### config.mk
export PLATFORM = sky130hd
export DESIGN_NAME = fail_safe_watchdog_timer
export DESIGN_NICKNAME = d
export VERILOG_FILES = /design/src/common/wdt_pkg.sv /design/src/core/fail_safe_watchdog_timer.sv /design/src/core/wdt_prescaler.sv
export SDC_FILE = /design/constraint.sdc
export NUM_CORES = 1
export LEC_CHECK = 0
export ABC_AREA = 1
export BUFFER_PORTS_ARGS = -buffer_cell sky130_fd_sc_hd__buf_2
export CELL_PAD_IN_SITES_DETAIL_PLACEMENT = 0
export CELL_PAD_IN_SITES_GLOBAL_PLACEMENT = 1
export CORE_MARGIN = 2
export CORE_UTILIZATION = 29
export CTS_BUF_LIST = sky130_fd_sc_hd__clkbuf_2
export DETAILED_ROUTE_END_ITERATION = 8
export GPL_TIMING_DRIVEN = 1
export PLACE_DENSITY = 0.6
export SLEW_MARGIN = 25
export SYNTH_ARGS = -nofsm -noshare
export SYNTH_HDL_FRONTEND = slang
export SYNTH_HIERARCHICAL = 1
export SYNTH_SLANG_ARGS = --single-unit
### constraint.sdc
create_clock -name sys_clk -period 1.85 [get_ports sys_clk]
set_clock_uncertainty 0.2 [all_clocks]
set_input_delay 0.4625 -clock sys_clk [delete_from_list [all_inputs] [get_ports sys_clk]]
set_output_delay 0.4625 -clock sys_clk [all_outputs]
set_load 0.02 [all_outputs]
### src/common/wdt_pkg.sv
// constants and types shared by the fail-safe watchdog and its prescaler
// assumes a single system clock with a synchronous active-high reset

package wdt_pkg;

   // ----------------------------------------
   // widths
   // ----------------------------------------
   localparam int COUNT_W = 16;
   localparam int PRESC_W = 14;

   // ----------------------------------------
   // prescaler division factors
   // ----------------------------------------
   localparam logic [PRESC_W-1:0] DIV_SLOW_LAST = 14'h3FFF;   // divide by 16384
   localparam logic [PRESC_W-1:0] DIV_FAST_LAST = 14'h00FF;   // divide by 256
   localparam logic SEL_DIV_FAST = 1'b0;
   localparam logic SEL_DIV_SLOW = 1'b1;

   // ----------------------------------------
   // reset values
   // ----------------------------------------
   // 256 ticks of 256 cycles: 6.5536 ms at a 10 MHz system clock
   localparam logic [COUNT_W-1:0] RELOAD_RESET = 16'hFF00;
   localparam logic SEL_RESET = SEL_DIV_FAST;
   localparam logic [COUNT_W-1:0] COUNT_ALL_ONES = 16'hFFFF;

   // ----------------------------------------
   // interval range, at the reference clock rate
   // ----------------------------------------
   localparam real REF_CLOCK_MHZ = 80.0;
   localparam real MIN_INTERVAL_US = 3.2;
   localparam real MAX_INTERVAL_S = 13.42;
   localparam int MIN_INTERVAL_CYCLES = 256;           // one tick, reload all ones
   localparam longint MAX_INTERVAL_CYCLES = 64'd1073741824;  // 65536 ticks of 16384

   // ----------------------------------------
   // system clock of this build
   // ----------------------------------------
   localparam int SYS_CLOCK_HZ = 20000000;

   typedef enum logic [1:0] {
      ST_RUN,
      ST_PREWARN,
      ST_RESET_REQ
   } wdt_state_t;

endpackage : wdt_pkg

### src/core/fail_safe_watchdog_timer.sv
// fail-safe watchdog: 16-bit up counter, prewarning, then reset request
// assumes instruction strobes are one-cycle pulses from the cpu on sys_clk
//
// Contract
// - enabled and counting after every reset
// - off/on instructions stop and resume, anytime before the reset request
// - overflow gives prewarning, then reset request
// - 16-bit counter, tick is clock/16384 or /256
// - counter starts from programmed reload register
// - service in the run phase reloads counter and clears prescaler
// - intervals 3.2 us to 13.42 s at 80 MHz
// - reset defaults give 6.5 ms at 10 MHz

`timescale 1ns/1ps

module fail_safe_watchdog_timer
   import wdt_pkg::*;
(
   input wire logic sys_clk,
   input wire logic sys_rst,
   input wire logic watchdog_off_instruction,
   input wire logic watchdog_on_instruction,
   input wire logic service_instruction,
   input wire logic reload_write,
   input wire logic [COUNT_W-1:0] watchdog_reload_value,
   input wire logic div_sel_write,
   input wire logic div_sel,
   output logic prewarn_irq,
   output logic reset_request,
   output logic enabled,
   output logic [COUNT_W-1:0] count_value,
   output logic prewarn_active
);

   // ----------------------------------------
   // state
   // ----------------------------------------
   typedef struct packed {
      wdt_state_t state;
      logic [COUNT_W-1:0] count;
      logic [COUNT_W-1:0] reload;
      logic div_sel;
      logic enabled;
      logic prewarn_irq;
      logic reset_request;
      logic prewarn_active;
   } wdt_t;

   wdt_t s_q;
   wdt_t s_d;
   logic tick;
   logic presc_clear;
   logic presc_run;
   logic overflow;

   // ----------------------------------------
   // helpers
   // ----------------------------------------
   // a prescaler tick only counts while the prescaler is allowed to run;
   // a tick left over from before a disable is dropped, not deferred
   function automatic logic step_due(input logic tick_in, input logic run_in);
      step_due = tick_in && run_in;
   endfunction : step_due

   // the counter overflows on the step taken from all ones
   function automatic logic at_wrap(input logic [COUNT_W-1:0] value);
      at_wrap = (value == COUNT_ALL_ONES);
   endfunction : at_wrap

   // prewarn_active has a flop of its own so that every output is
   // registered; it follows the next state, so it rises with the pulse
   function automatic logic is_warn(input wdt_state_t st);
      is_warn = (st == ST_PREWARN);
   endfunction : is_warn

   // ----------------------------------------
   // timing
   // ----------------------------------------
   // with reload R and divider N the first overflow follows a service by
   // about (65536 - R) * N cycles plus one of pipeline: the prescaler tick
   // comes every N cycles, and the counter step follows it one cycle later
   // the prewarning phase runs one more full interval from R before the
   // reset request rises; a disable freezes both phases alike
   // limitation: a service in the same cycle as an overflow wins, so the
   // interval may stretch by one cycle at the very edge of expiry

   // ----------------------------------------
   // prescaler
   // ----------------------------------------
   // a service clears the prescaler so the full first tick is granted
   assign presc_clear = service_instruction && (s_q.state == ST_RUN);
   assign presc_run = s_q.enabled && (s_q.state != ST_RESET_REQ);

   wdt_prescaler u_prescaler (
      .sys_clk(sys_clk),
      .sys_rst(sys_rst),
      .run(presc_run),
      .clear(presc_clear),
      .div_sel(s_q.div_sel),
      .tick(tick)
   );

   // ----------------------------------------
   // counter and sequence
   // ----------------------------------------
   // overflow is the tick that moves the counter past all ones
   assign overflow = step_due(tick, presc_run) && at_wrap(s_q.count);

   always_comb begin
      s_d = s_q;
      s_d.prewarn_irq = 1'b0;

      if (reload_write) begin
         s_d.reload = watchdog_reload_value;
      end
      if (div_sel_write) begin
         s_d.div_sel = div_sel;
      end

      // on wins if both strobes come together: the safe choice
      if (watchdog_on_instruction) begin
         s_d.enabled = 1'b1;
      end else if (watchdog_off_instruction) begin
         s_d.enabled = 1'b0;
      end

      case (s_q.state)
         ST_RUN: begin
            if (service_instruction) begin
               s_d.count = s_q.reload;
            end else if (overflow) begin
               // prewarning first; the reset follows one more interval later
               s_d.count = s_q.reload;
               s_d.prewarn_irq = 1'b1;
               s_d.state = ST_PREWARN;
            end else if (step_due(tick, presc_run)) begin
               s_d.count = s_q.count + 16'h0001;
            end
         end
         ST_PREWARN: begin
            // servicing is refused here: a failed system must not recover silently
            if (overflow) begin
               s_d.reset_request = 1'b1;
               s_d.state = ST_RESET_REQ;
            end else if (step_due(tick, presc_run)) begin
               s_d.count = s_q.count + 16'h0001;
            end
         end
         ST_RESET_REQ: begin
            // held until the system reset arrives
            s_d.reset_request = 1'b1;
         end
         default: begin
            s_d.state = ST_RUN;
         end
      endcase
      s_d.prewarn_active = is_warn(s_d.state);
   end

   // ----------------------------------------
   // registers
   // ----------------------------------------
   always_ff @(posedge sys_clk) begin
      if (sys_rst) begin
         s_q.state <= ST_RUN;
         s_q.count <= RELOAD_RESET;
         s_q.reload <= RELOAD_RESET;
         s_q.div_sel <= SEL_RESET;
         s_q.enabled <= 1'b1;
         s_q.prewarn_irq <= 1'b0;
         s_q.reset_request <= 1'b0;
         s_q.prewarn_active <= 1'b0;
      end else begin
         s_q <= s_d;
      end
   end

   // ----------------------------------------
   // outputs
   // ----------------------------------------
   assign prewarn_irq = s_q.prewarn_irq;
   assign reset_request = s_q.reset_request;
   assign enabled = s_q.enabled;
   assign count_value = s_q.count;
   assign prewarn_active = s_q.prewarn_active;

endmodule : fail_safe_watchdog_timer

### src/core/wdt_prescaler.sv
// watchdog prescaler: divides the system clock by 16384 or 256
// assumes run, clear and select come from logic on sys_clk

`timescale 1ns/1ps

module wdt_prescaler
   import wdt_pkg::*;
(
   input wire logic sys_clk,
   input wire logic sys_rst,
   input wire logic run,
   input wire logic clear,
   input wire logic div_sel,
   output logic tick
);

   typedef struct packed {
      logic [PRESC_W-1:0] count;
      logic tick;
   } presc_t;

   presc_t s_q;
   presc_t s_d;
   logic [PRESC_W-1:0] last;

   always_comb begin
      s_d = s_q;
      s_d.tick = 1'b0;
      last = (div_sel == SEL_DIV_SLOW) ? DIV_SLOW_LAST : DIV_FAST_LAST;
      if (clear) begin
         s_d.count = '0;
      end else if (run) begin
         if (s_q.count >= last) begin
            s_d.count = '0;
            s_d.tick = 1'b1;
         end else begin
            s_d.count = s_q.count + 14'h0001;
         end
      end
   end

   always_ff @(posedge sys_clk) begin
      if (sys_rst) begin
         s_q <= '0;
      end else begin
         s_q <= s_d;
      end
   end

   assign tick = s_q.tick;

endmodule : wdt_prescaler

## Yosys cells after proc, flatten, opt, wreduce, memory -nomap -nowiden

Index checks and enable logic that the tools add are counted.

| word-level totals | value |
|---|---|
| flip-flop bits (word level) | 54 |
| bits in writable memories | 0 |
| ROM bits | 0 |
| memories kept | 0 |
| output and inout bits | 20 |
| latch bits | 0 |

| operators by class | value |
|---|---|
| shifts and indexed selects | 0 |
| eq/ne operators | 7 |
| divide/modulo/power cells | 0 |
| add/sub/neg operators | 2 |
| reduce and logical (&&, ||, !) cells | 13 |
| multiplexer cells | 15 |
| bitwise operators | 2 |
| order comparisons | 1 |
| multipliers | 0 |

Operators by type and width:

| operator | number |
|---|---|
| two-way mux 16 bit | 4 |
| case mux 16 bit (2 select lines) | 1 |
| two-way mux 14 bit | 2 |
| adder 16 x 1 -> 16 bit (second input constant) | 1 |
| == test 16 bit (second input constant) | 1 |
| adder 14 x 1 -> 14 bit (second input constant) | 1 |
| >= comparator 14 bit | 1 |
| two-way mux 2 bit | 3 |
| inequality test 2 bit (second input constant) | 3 |
| case mux 2 bit (3 select lines) | 1 |
| OR reduction 3 bit | 2 |
| == test 2 x 1 -> 1 bit (second input constant) | 2 |
| logical AND 1 bit | 4 |
| AND reduction 2 bit | 2 |
| nonzero test 2 bit | 2 |
| OR reduction 2 bit | 2 |
| two-way mux 1 bit | 3 |
| == test 2 bit (second input constant) | 1 |
| zero test 2 bit | 1 |
| inverter 1 bit | 2 |
| case mux 1 bit (2 select lines) | 1 |

## Logic depth before layout (Yosys ltp)

Gate-level depths: netlist (run 1).

| depth | value |
|---|---|
| depth in word-level cells | 8 |
| mapped depth | 13 |

## Hierarchy

Netlist (run 1), hierarchy kept.

By module, submodules not included:

| module | instances | area each (µm²) | seq. area each (µm²) | cells each |
|---|---|---|---|---|
| fail_safe_watchdog_timer | 1 | 2237.1 | 780.7 | 307 |
| wdt_prescaler | 1 | 929.6 | 300.3 | 126 |

## Worst setup path after synthesis (run 1)

OpenSTA, ideal clock, no wires.

| path | value |
|---|---|
| path kind | register to register |
| start | register s_q, in the netlist count_value[0] |
| end | register s_q, in the netlist count_value[1] |
| data required time | 1.537 ns |
| setup slack | 0.013 ns |
| clock period less this slack | 1.837 ns |
| arrival time | 1.525 ns |
| stages on the path, launching flop included | 14 |
| library setup time | 0.113 ns |
| path through | dfxtp_1 ha_1 inv_1 nor2_4 nand2_4 nor2_8 nand2_4 nand2_8 nand2_4 buf_6 nand2_1 nand2_1 nor2_1 nor2_1 |

| between the ends | value |
|---|---|
| cells in the longest elaborated chain, start to end | 5 |
| elaborated cells between the ends (all ways) | 10 |
| classes of those cells | add/sub (1); eq/ne (2); mux (5); reduce/logical (2) |

RTL lines:

| item | line | text |
|---|---|---|
| from (decl) | fail_safe_watchdog_timer.sv:49 | `wdt_t s_q;` |
| adder 16 x 1 -> 16 bit or == test 16 bit (tied branches) | fail_safe_watchdog_timer.sv:137, fail_safe_watchdog_timer.sv:146, fail_safe_watchdog_timer.sv:67 |  |
| two-way mux 16 bit or logical AND 1 bit (tied branches) | fail_safe_watchdog_timer.sv:136, fail_safe_watchdog_timer.sv:145, fail_safe_watchdog_timer.sv:107 |  |
| two-way mux 16 bit | fail_safe_watchdog_timer.sv:131 | `end else if (overflow) begin` |
| two-way mux 16 bit | fail_safe_watchdog_timer.sv:129 | `if (service_instruction) begin` |
| case mux 16 bit (2 select lines) | fail_safe_watchdog_timer.sv:127 | `case (s_q.state)` |

Several ways; a longest one is shown, not always the timed one. The select of a mux whose other input is x is not followed.
A chain may end at the register's enable or synchronous reset.

## Worst setup path after layout (run 1)

| path | value |
|---|---|
| start | register s_q, in the netlist count_value[1] |
| end | register s_q, in the netlist count_value[7] |

Same word-level chain as after synthesis.

==> results of run 1 <==
## how the worst max path moves through the flow
stage	slack, ns	start	depth (start not counted)	endpoint
2_1_floorplan	0.01	count_value[0]$_SDFFE_PP0P_	13	count_value[1]$_SDFFE_PP0P_
3_3_place_gp	0.02	count_value[0]$_SDFFE_PP0P_	12	count_value[0]$_SDFFE_PP0P_
3_5_place_dp	-0.05	count_value[0]$_SDFFE_PP0P_	12	count_value[0]$_SDFFE_PP0P_
4_1_cts	0.006	count_value[9]$_SDFFE_PP1P_	2	count_value[9]
5_1_grt	-0.05	count_value[1]$_SDFFE_PP0P_	10	count_value[11]$_SDFFE_PP1P_
6_report	0.04	count_value[1]$_SDFFE_PP0P_	11	count_value[7]$_SDFFE_PP0P_
## layer usage
metal  wire length (um)  track usage, %
met5                  0               0
met4                151            4.03
met3                237            2.47
met2               3860            23.2
met1               3900            18.4
## state kept, by name, summed over array words and instances (netlist names)
name              cells
u_prescaler/tick      1
reset_request         1
s_q                  19
count_value          16
enabled               1
u_prescaler/s_q      14
prewarn_active        1
prewarn_irq           1
## Yosys cell counts (2+ instances only)
cell and count:
nor2_4 2, xnor2_1 8, o211ai_2 2, o21ai_0 26, nand3b_1 2, nand2_1 91, nor3_4 2, a21oi_1 17
xor2_1 4, nor3_1 5, o21ai_1 8, nand2_4 6, ha_1 8, nand3_2 6, nand4_1 5, inv_1 47
nor2_1 40, dfxtp_1 54, nand3_1 33, buf_4 17, nand2_2 13, buf_6 3, clkbuf_1 6, nor2_2 9
a21oi_2 6
## kinds of logic after synthesis
group | Yosys count | share of synthesized area [%]
muxes | 1 | 0.316
DFF | 54 | 34.1
and+or+nand+nor | 221 | 35.9
buffers and inverters | 76 | 12.2
AOI/OAI and AO/OA | 61 | 10.9
adders and majority gates | 8 | 3.16
xor gates and xnor gates | 12 | 3.32
## power breakdown
part	internal, mW	total (mW)	switching [mW]
Sequential	1.22	1.25	0.0348
Clock	0.217	0.599	0.383
Combinational	0.196	0.448	0.252
## metrics by stage
stage	worst slack (ns)	utilization (%)	std cells	cell area, um^2
after CTS	0.00607	35.6	644	3830
after detailed placement	-0.0464	33.5	622	3600
after global placement	0.0216	33.5	622	3600
after global routing	-0.0454	39.0	651	4190
after floorplan	0.0126	-	433	3170
final	0.0402	39.0	651	4190
## layout make-up
cell class                 instances  area, um^2
inverter                          49         195
fill                            1140        6560
sequential                        54        1100
clock buffer                       5        25.0
timing repair buffer              96         698
clock inverter                     2        33.8
tap                              140         175
multi-input combinational        305        1960
## tightest hold or removal path: stages
cell	delay, ns
buf_2	0.08
o21ai_0	0.07
a21oi_1	0.10
## timing repair
action                                  4_1_cts  5_1_grt
resized for setup                             9       83
gates cloned                                  0        2
hold endpoints to repair                     10        0
endpoints found under the setup margin       19       44
hold buffers                                 12        0
setup buffers                                 3        5
pin swaps                                     2       16
==> key figures, run 1 <==
Status
  – Status: complete, no violations

Critical path
  – Reg2reg end: count_value[7]$_SDFFE_PP0P_
  – Worst path most repeated cell: nand2_4
  – CP Buf/Inv Count: 2
  – Critical Path Max Stage Delay: 0.42 ns
  – Family with the most delay on the worst path: simple AND/OR/NAND/NOR gates
  – Setup crit start kind: register
  – Crit path max fanout: 7
  – CP endpoint kind: register
  – R2R cell count: 11
  – Crit-path cells: ha_4 > inv_4 > nor2_4 > nand2_4 > nor2_8 > nand2_4 > nand2_8 > buf_4 > nand3_1 > nand3_2 > a21oi_2
  – CP max stage cell: dfxtp_2
  – Flop2flop setup slack: ~0.040 ns
  – Setup Crit Path Kind: register to register
  – RR Startpoint: count_value[1]$_SDFFE_PP0P_
  – CP Data Arrival Time: 1.98 ns
  – CP Data Required Time: ~2 ns

Pwr
  – VDD IR max: 0.000310 V
  – Pwr/cell area: 549 nW/um^2
  – Total power: 2.30 mW
  – Leak pwr: between 1.5 and 2 nW

STA
  – Fin. Hold Viols: 0
  – Period utilisation layout: between 90% and 100%
  – Setup_tns: 0 ns
  – Period minus WS final: 1.81 ns
  – WHS: 0.0687 ns
  – Pins Over Slew Limit: 0
  – Rel. slew slack: ~69%
  – RSZ-0062 raised after global routing: true
  – Setup Viol. Count Final: 0
  – Peak Freq: 0.553 GHz
  – Least-Margin Pin Slew: 0.461 ns

Layout
  – Inserted Diodes: 0
  – Post-layout nets: 543
  – Most common cell after layout, fill and taps aside: nand2_1
  – Layout cells sized above 1: 38.9%
  – Layout area overhead: 32.3%
  – Commonest non-fill, non-tap cells in the layout: nand2_1 (86), inv_1 (42), buf_4 (38), dfxtp_1 (37), buf_2 (36)

GRT
  – First-pass GRT wire length: approximately 13000 um
  – Vias in the first global route: between 2000 and 3000
  – Overflow after GRT: 0
  – Initial antenna violation count: 0
  – Largest net degree at the start of global routing: 20
  – Total GRT Usage: approximately 14%

Synthesis
  – EDFF count, synth: 0
  – Synth unique cells: 38
  – Area of the mapped netlist: approximately 3200 um^2
  – Ys async rst share: 0%
  – #FFs+latches synth: 54
  – Post-synthesis cell count: 433
  – Post-synth top flop: dfxtp_1
  – Syn_area_per_cell: approximately 7.3 um^2
  – Post-synthesis sequential area ratio: 34.1%
  – Yosys warns: 6
  – Mapped Nets: around 470
  – Biggest area consumer among synthesized cells: dfxtp_1
  – Top cells by area, synth: dfxtp_1 (34%), nand2_1 (11%), inv_1 (5.6%)
  – Yosys top cell area share: 34.1%

Drt
  – Via total after detailed routing: 2876
  – DR pass1 iterations: 4
  – Number of remaining DRC errors: 0
  – Via density: approximately 4.4
  – Post-Route WL: 8150 um
  – Post-DRT Antenna Nets: 0
  – WL per Instance: about 13 um
  – Initial DRC Count: 95

Job
  – Max Cap Viol: 0

Placed design
  – GPL Wtd Cong: 0.811
  – Port bufs: 43
  – DP HPWL: 6000 um

Worst hold path
  – Hold Crit Class: input pin to register
  – Hold depth: 3
  – Hold Path Sink: s_q[6]$_SDFFE_PP0P_
  – Hold_sp: watchdog_reload_value[1]

Clock tree
  – Clock Root Buffer: clkbuf_2
  – Clock latency on the worst-skew pair: 0.46 ns
  – Clock Sinks: 54
  – Clock Pin Slew Worst Setup and Hold Paths: 0.29 ns
  – CTS H-tree lvls: 2
  – CTS tree: yes
  – CTS max path bufs: 2
  – Num CTS Buffers: 5

Floorplan
  – Initial Util: between 20% and 30%
  – Number of I/O pins: 44
  – Rows: 38
  – Die height: 109 um
  – Die area: ~12000 um^2
  – Core ar.: 10700 um^2
  – Die Wd: 109 um
(Power assumes the default switching activity.)
==> inputs of run 2 (changes only) <==
Settings changed: ABC_AREA 1 to unset, CORE_UTILIZATION 29 to 36, PLACE_DENSITY 0.6 to 0.8.
==> key figures, run 2 <==
Synthesis
  – Syn_area_per_cell: 8.27 um^2 (+13%)
  – Mapped Nets: 386 (-17%)
  – Post-synthesis sequential area ratio: 36.9% (+2.8 points)
  – Area of the mapped netlist: 2930 um^2 (-7.5%)
  – Most frequent cell after synthesis: dfxtp_1
  – Yosys warns: 6 (unchanged)
  – Top cells by area, synth: dfxtp_1 (37%), mux2i_1 (5.5%), nor2_1 (5.1%)
  – Yosys top cell area share: 36.9% (+2.8 points)
  – Biggest area consumer among synthesized cells: dfxtp_1
  – Synth unique cells: 51 (+34%)
  – Post-synthesis cell count: 354 (-18%)
  – Top cells by count, synth: dfxtp_1 (54), nor2_1 (40), nand2_1 (30), a21oi_1 (22), inv_1 (17)
  – Post-synth top flop: dfxtp_1
  – #FFs+latches synth: 54 (unchanged)
  – EDFF count, synth: 0 (unchanged)
  – Ys async rst share: 0% (unchanged)

Pwr
  – Pwr/cell area: 528 nW/um^2 (-3.9%)
  – Leak pwr: 1.86 nW (-2.5%)
  – VDD IR max: 0.000261 V (-16%)

Critical path
  – Family with the most delay on the worst path: compound AO/OA/AOI/OAI gates
  – CP max stage cell: dfxtp_4
  – Critical Path Max Stage Delay: 0.44 ns (+0.02 ns)
  – R2R cell count: 8 (-3)
  – Reg2reg end: count_value[15]$_SDFFE_PP1P_
  – Crit-path cells: ha_4 > nand2_4 > nor3_4 > buf_4 > a41oi_2 > nand2_1 > o32ai_1 > a2111o_1
  – Flop2flop setup slack: -0.21 ns (-0.25 ns)
  – CP endpoint kind: register
  – CP Data Required Time: 2.03 ns (about the same)
  – Setup Crit Path Kind: register to register
  – CP Data Arrival Time: 2.24 ns (+0.26 ns)
  – Setup crit start kind: register
  – RR Startpoint: count_value[1]$_SDFFE_PP0P_
  – CP Buf/Inv Count: 1 (-1)
  – Crit path max fanout: 6 (-1)

Drt
  – Post-DRT Antenna Nets: 0 (unchanged)
  – Number of remaining DRC errors: 0 (unchanged)
  – DR pass1 iterations: 4 (unchanged)
  – Via density: 5.33 (+21%)
  – Initial DRC Count: 149 (+57%)
  – Via total after detailed routing: 3088 (+7.4%)
  – Post-Route WL: 8560 um (+5.0%)
  – WL per Instance: 14.8 um (+18%)

Layout
  – Commonest non-fill, non-tap cells in the layout: buf_4 (75), dfxtp_1 (35), nor2_1 (33), buf_2 (30), nand2_1 (26)
  – Layout cells sized above 1: 44.4% (+5.5 points)
  – Most common cell after layout, fill and taps aside: buf_4
  – Post-layout nets: 508 (-6.4%)
  – Area occupied by multi-input gates: 1900 um^2 (-2.7%)
  – Final cell count without fillers: 579 (-11%)
  – Reg area: 1110 um^2 (+0.91%)
  – Filler Cell Count: 710 (-38%)
  – Top reg by flops: s_q
  – Final instance area: 4440 um^2 (+5.9%)
  – Max reg flops: 19 (unchanged)
  – Inserted Diodes: 0 (unchanged)
  – Layout area overhead: 51.4%

Worst hold path
  – Hold depth: 3 (unchanged)
  – Hold Path Sink: s_q[12]$_SDFFE_PP0P_
  – Hold_sp: watchdog_reload_value[7]
  – Hold Crit Class: input pin to register

Placed design
  – Port bufs: 43 (unchanged)
  – Placement Cell Area: 3740 um^2 (+3.8%)
  – Placed insts: 549 (-12%)
  – Placement Setup Slack: -0.229 ns (-0.182 ns)
  – DP HPWL: 6040 um (+0.69%)
  – GPL Wtd Cong: 0.888 (+9.5%)

Job
  – Max Cap Viol: 0 (unchanged)

GRT
  – Vias in the first global route: 2885 (+5.8%)
  – Total GRT Usage: 18.9% (+5.0 points)
  – Overflow after GRT: 0 (unchanged)
  – Initial antenna violation count: 0 (unchanged)
  – Largest net degree at the start of global routing: 24 (+20%)
  – First-pass GRT wire length: 13400 um (+3.9%)

STA
  – Period utilisation layout: 111% (+14 points)
  – Fin. Hold Viols: 0 (unchanged)
  – Least-Margin Pin Slew: 0.377 ns (-0.0839 ns)
  – Setup Viol. Count Final: 25 (+25)
  – Period minus WS final: 2.06 ns (+0.251 ns)
  – Rel. slew slack: 74.8% (+5.6 points)
  – Final WS setup: -0.211 ns (-0.251 ns)
  – WHS: 0.0233 ns (-0.0454 ns)
  – RSZ-0062 raised after global routing: true
  – Pins Over Slew Limit: 0 (unchanged)
  – Peak Freq: 0.485 GHz (-12%)

Floorplan
  – Rows: 32 (-16%)
  – Die height: 94.2 um (-13%)
  – Core ar.: 7810 um^2 (-27%)
  – Die Wd: 94.2 um (-13%)
  – Number of I/O pins: 44 (unchanged)
  – Die area: 8870 um^2 (-25%)
  – Initial Util: 37.5% (+8.0 points)

Clock tree
  – Num CTS Buffers: 5 (unchanged)
  – CTS max path bufs: 2 (unchanged)
  – Clock Sinks: 54 (unchanged)
  – Clock latency on the worst-skew pair: 0.46 ns (about the same)
  – CTS H-tree lvls: 2 (unchanged)
  – Clock Root Buffer: clkbuf_2
  – CTS tree: yes
  – Clock Pin Slew Worst Setup and Hold Paths: 0.30 ns (about the same)

Status
  – Status: finished, violations left
  – Violations in the final reports: negative setup slack
[run 2: cell types whose count changed in the layout (fill, tap and decap cells not counted), sizes merged, moves of 12 or more]
cell / before / now
nand3: 40 / 15
nand2: 113 / 30
nor2: 52 / 40
o21ai: 34 / 12
buf: 84 / 131
mux2i: 1 / 16
inv: 48 / 19
[run 2: worst reg2reg max path: stages, from the launching register on]
cell	delay, ns
dfxtp_4	0.44
ha_4	0.15
nand2_4	0.05
nor3_4	0.23
buf_4	0.17
a41oi_2	0.20
nand2_1	0.14
o32ai_1	0.07
a2111o_1	0.34
[run 2: power breakdown]
part	switching, mW	internal (mW)
sequential	0.0282	1.21
clock	0.416	0.240
combinational	0.220	0.230
total	0.664	1.68
[run 2: area by class of cell]
cell class	count	area share [%]
inverters	17	1.61
clock buffers	5	0.564
repair buffers	144	25.8
flip-flops and latches	54	25.1
well taps	102	2.88
multi-input cells	254	42.9
clock inverters	3	1.07
[run 2: metal layers]
layer,up-vias,part of all wire [%],track usage (%)
met2,93,49,32.5
met4,0,0.86,5.31
met1,1451,45,24.7
li1,1535,-,-
met3,9,4.6,2.81
met5,-,0,0
[run 2: stage by stage]
step / total power, mW / utilization [%] / TNS (ns)
6_report: 2.34 / 56.8 / -3.27
2_1_floorplan: 1.46 / - / -0.287
4_1_cts: 2.30 / 52.4 / -2.28
3_5_place_dp: 1.61 / 47.9 / -3.35
3_3_place_gp: 1.61 / 47.9 / -2.23
5_1_grt: 2.45 / 56.8 / -5.97
[run 2: how the worst max path moves through the flow]
stage,start,endpoint,slack (ns),cells after the start
after floorplan,count_value[1]$_SDFFE_PP0P_,count_value[9]$_SDFFE_PP1P_,-0.19,8
after global placement,count_value[2]$_SDFFE_PP0P_,count_value[15]$_SDFFE_PP1P_,-0.20,6
after detailed placement,count_value[1]$_SDFFE_PP0P_,count_value[6]$_SDFFE_PP0P_,-0.23,8
after CTS,count_value[1]$_SDFFE_PP0P_,count_value[9]$_SDFFE_PP1P_,-0.16,7
after global routing,count_value[10]$_SDFFE_PP1P_,count_value[4]$_SDFFE_PP0P_,-0.32,8
final,count_value[1]$_SDFFE_PP0P_,count_value[15]$_SDFFE_PP1P_,-0.21,8
[run 2: cell families (layout without fill, tap and decap cells)]
family / Yosys count / count (layout) / synth area share (%)
xor+xnor: 9 / 9 / 2.69
simple gates: 145 / 145 / 25.5
buf+inv: 46 / 169 / 8.07
compound gates: 76 / 76 / 18.0
mux: 16 / 16 / 5.47
flops: 54 / 54 / 36.9
fa+ha+maj: 8 / 8 / 3.42
[run 2: what timing repair did]
item                                   CTS  global route
gates resized for setup                 35            76
pin swaps                                5            16
gates cloned                             0             1
buffers inserted                         5             4
endpoints found under the hold margin   11             1
hold buffers                            12             1
setup endpoints to repair               42            50
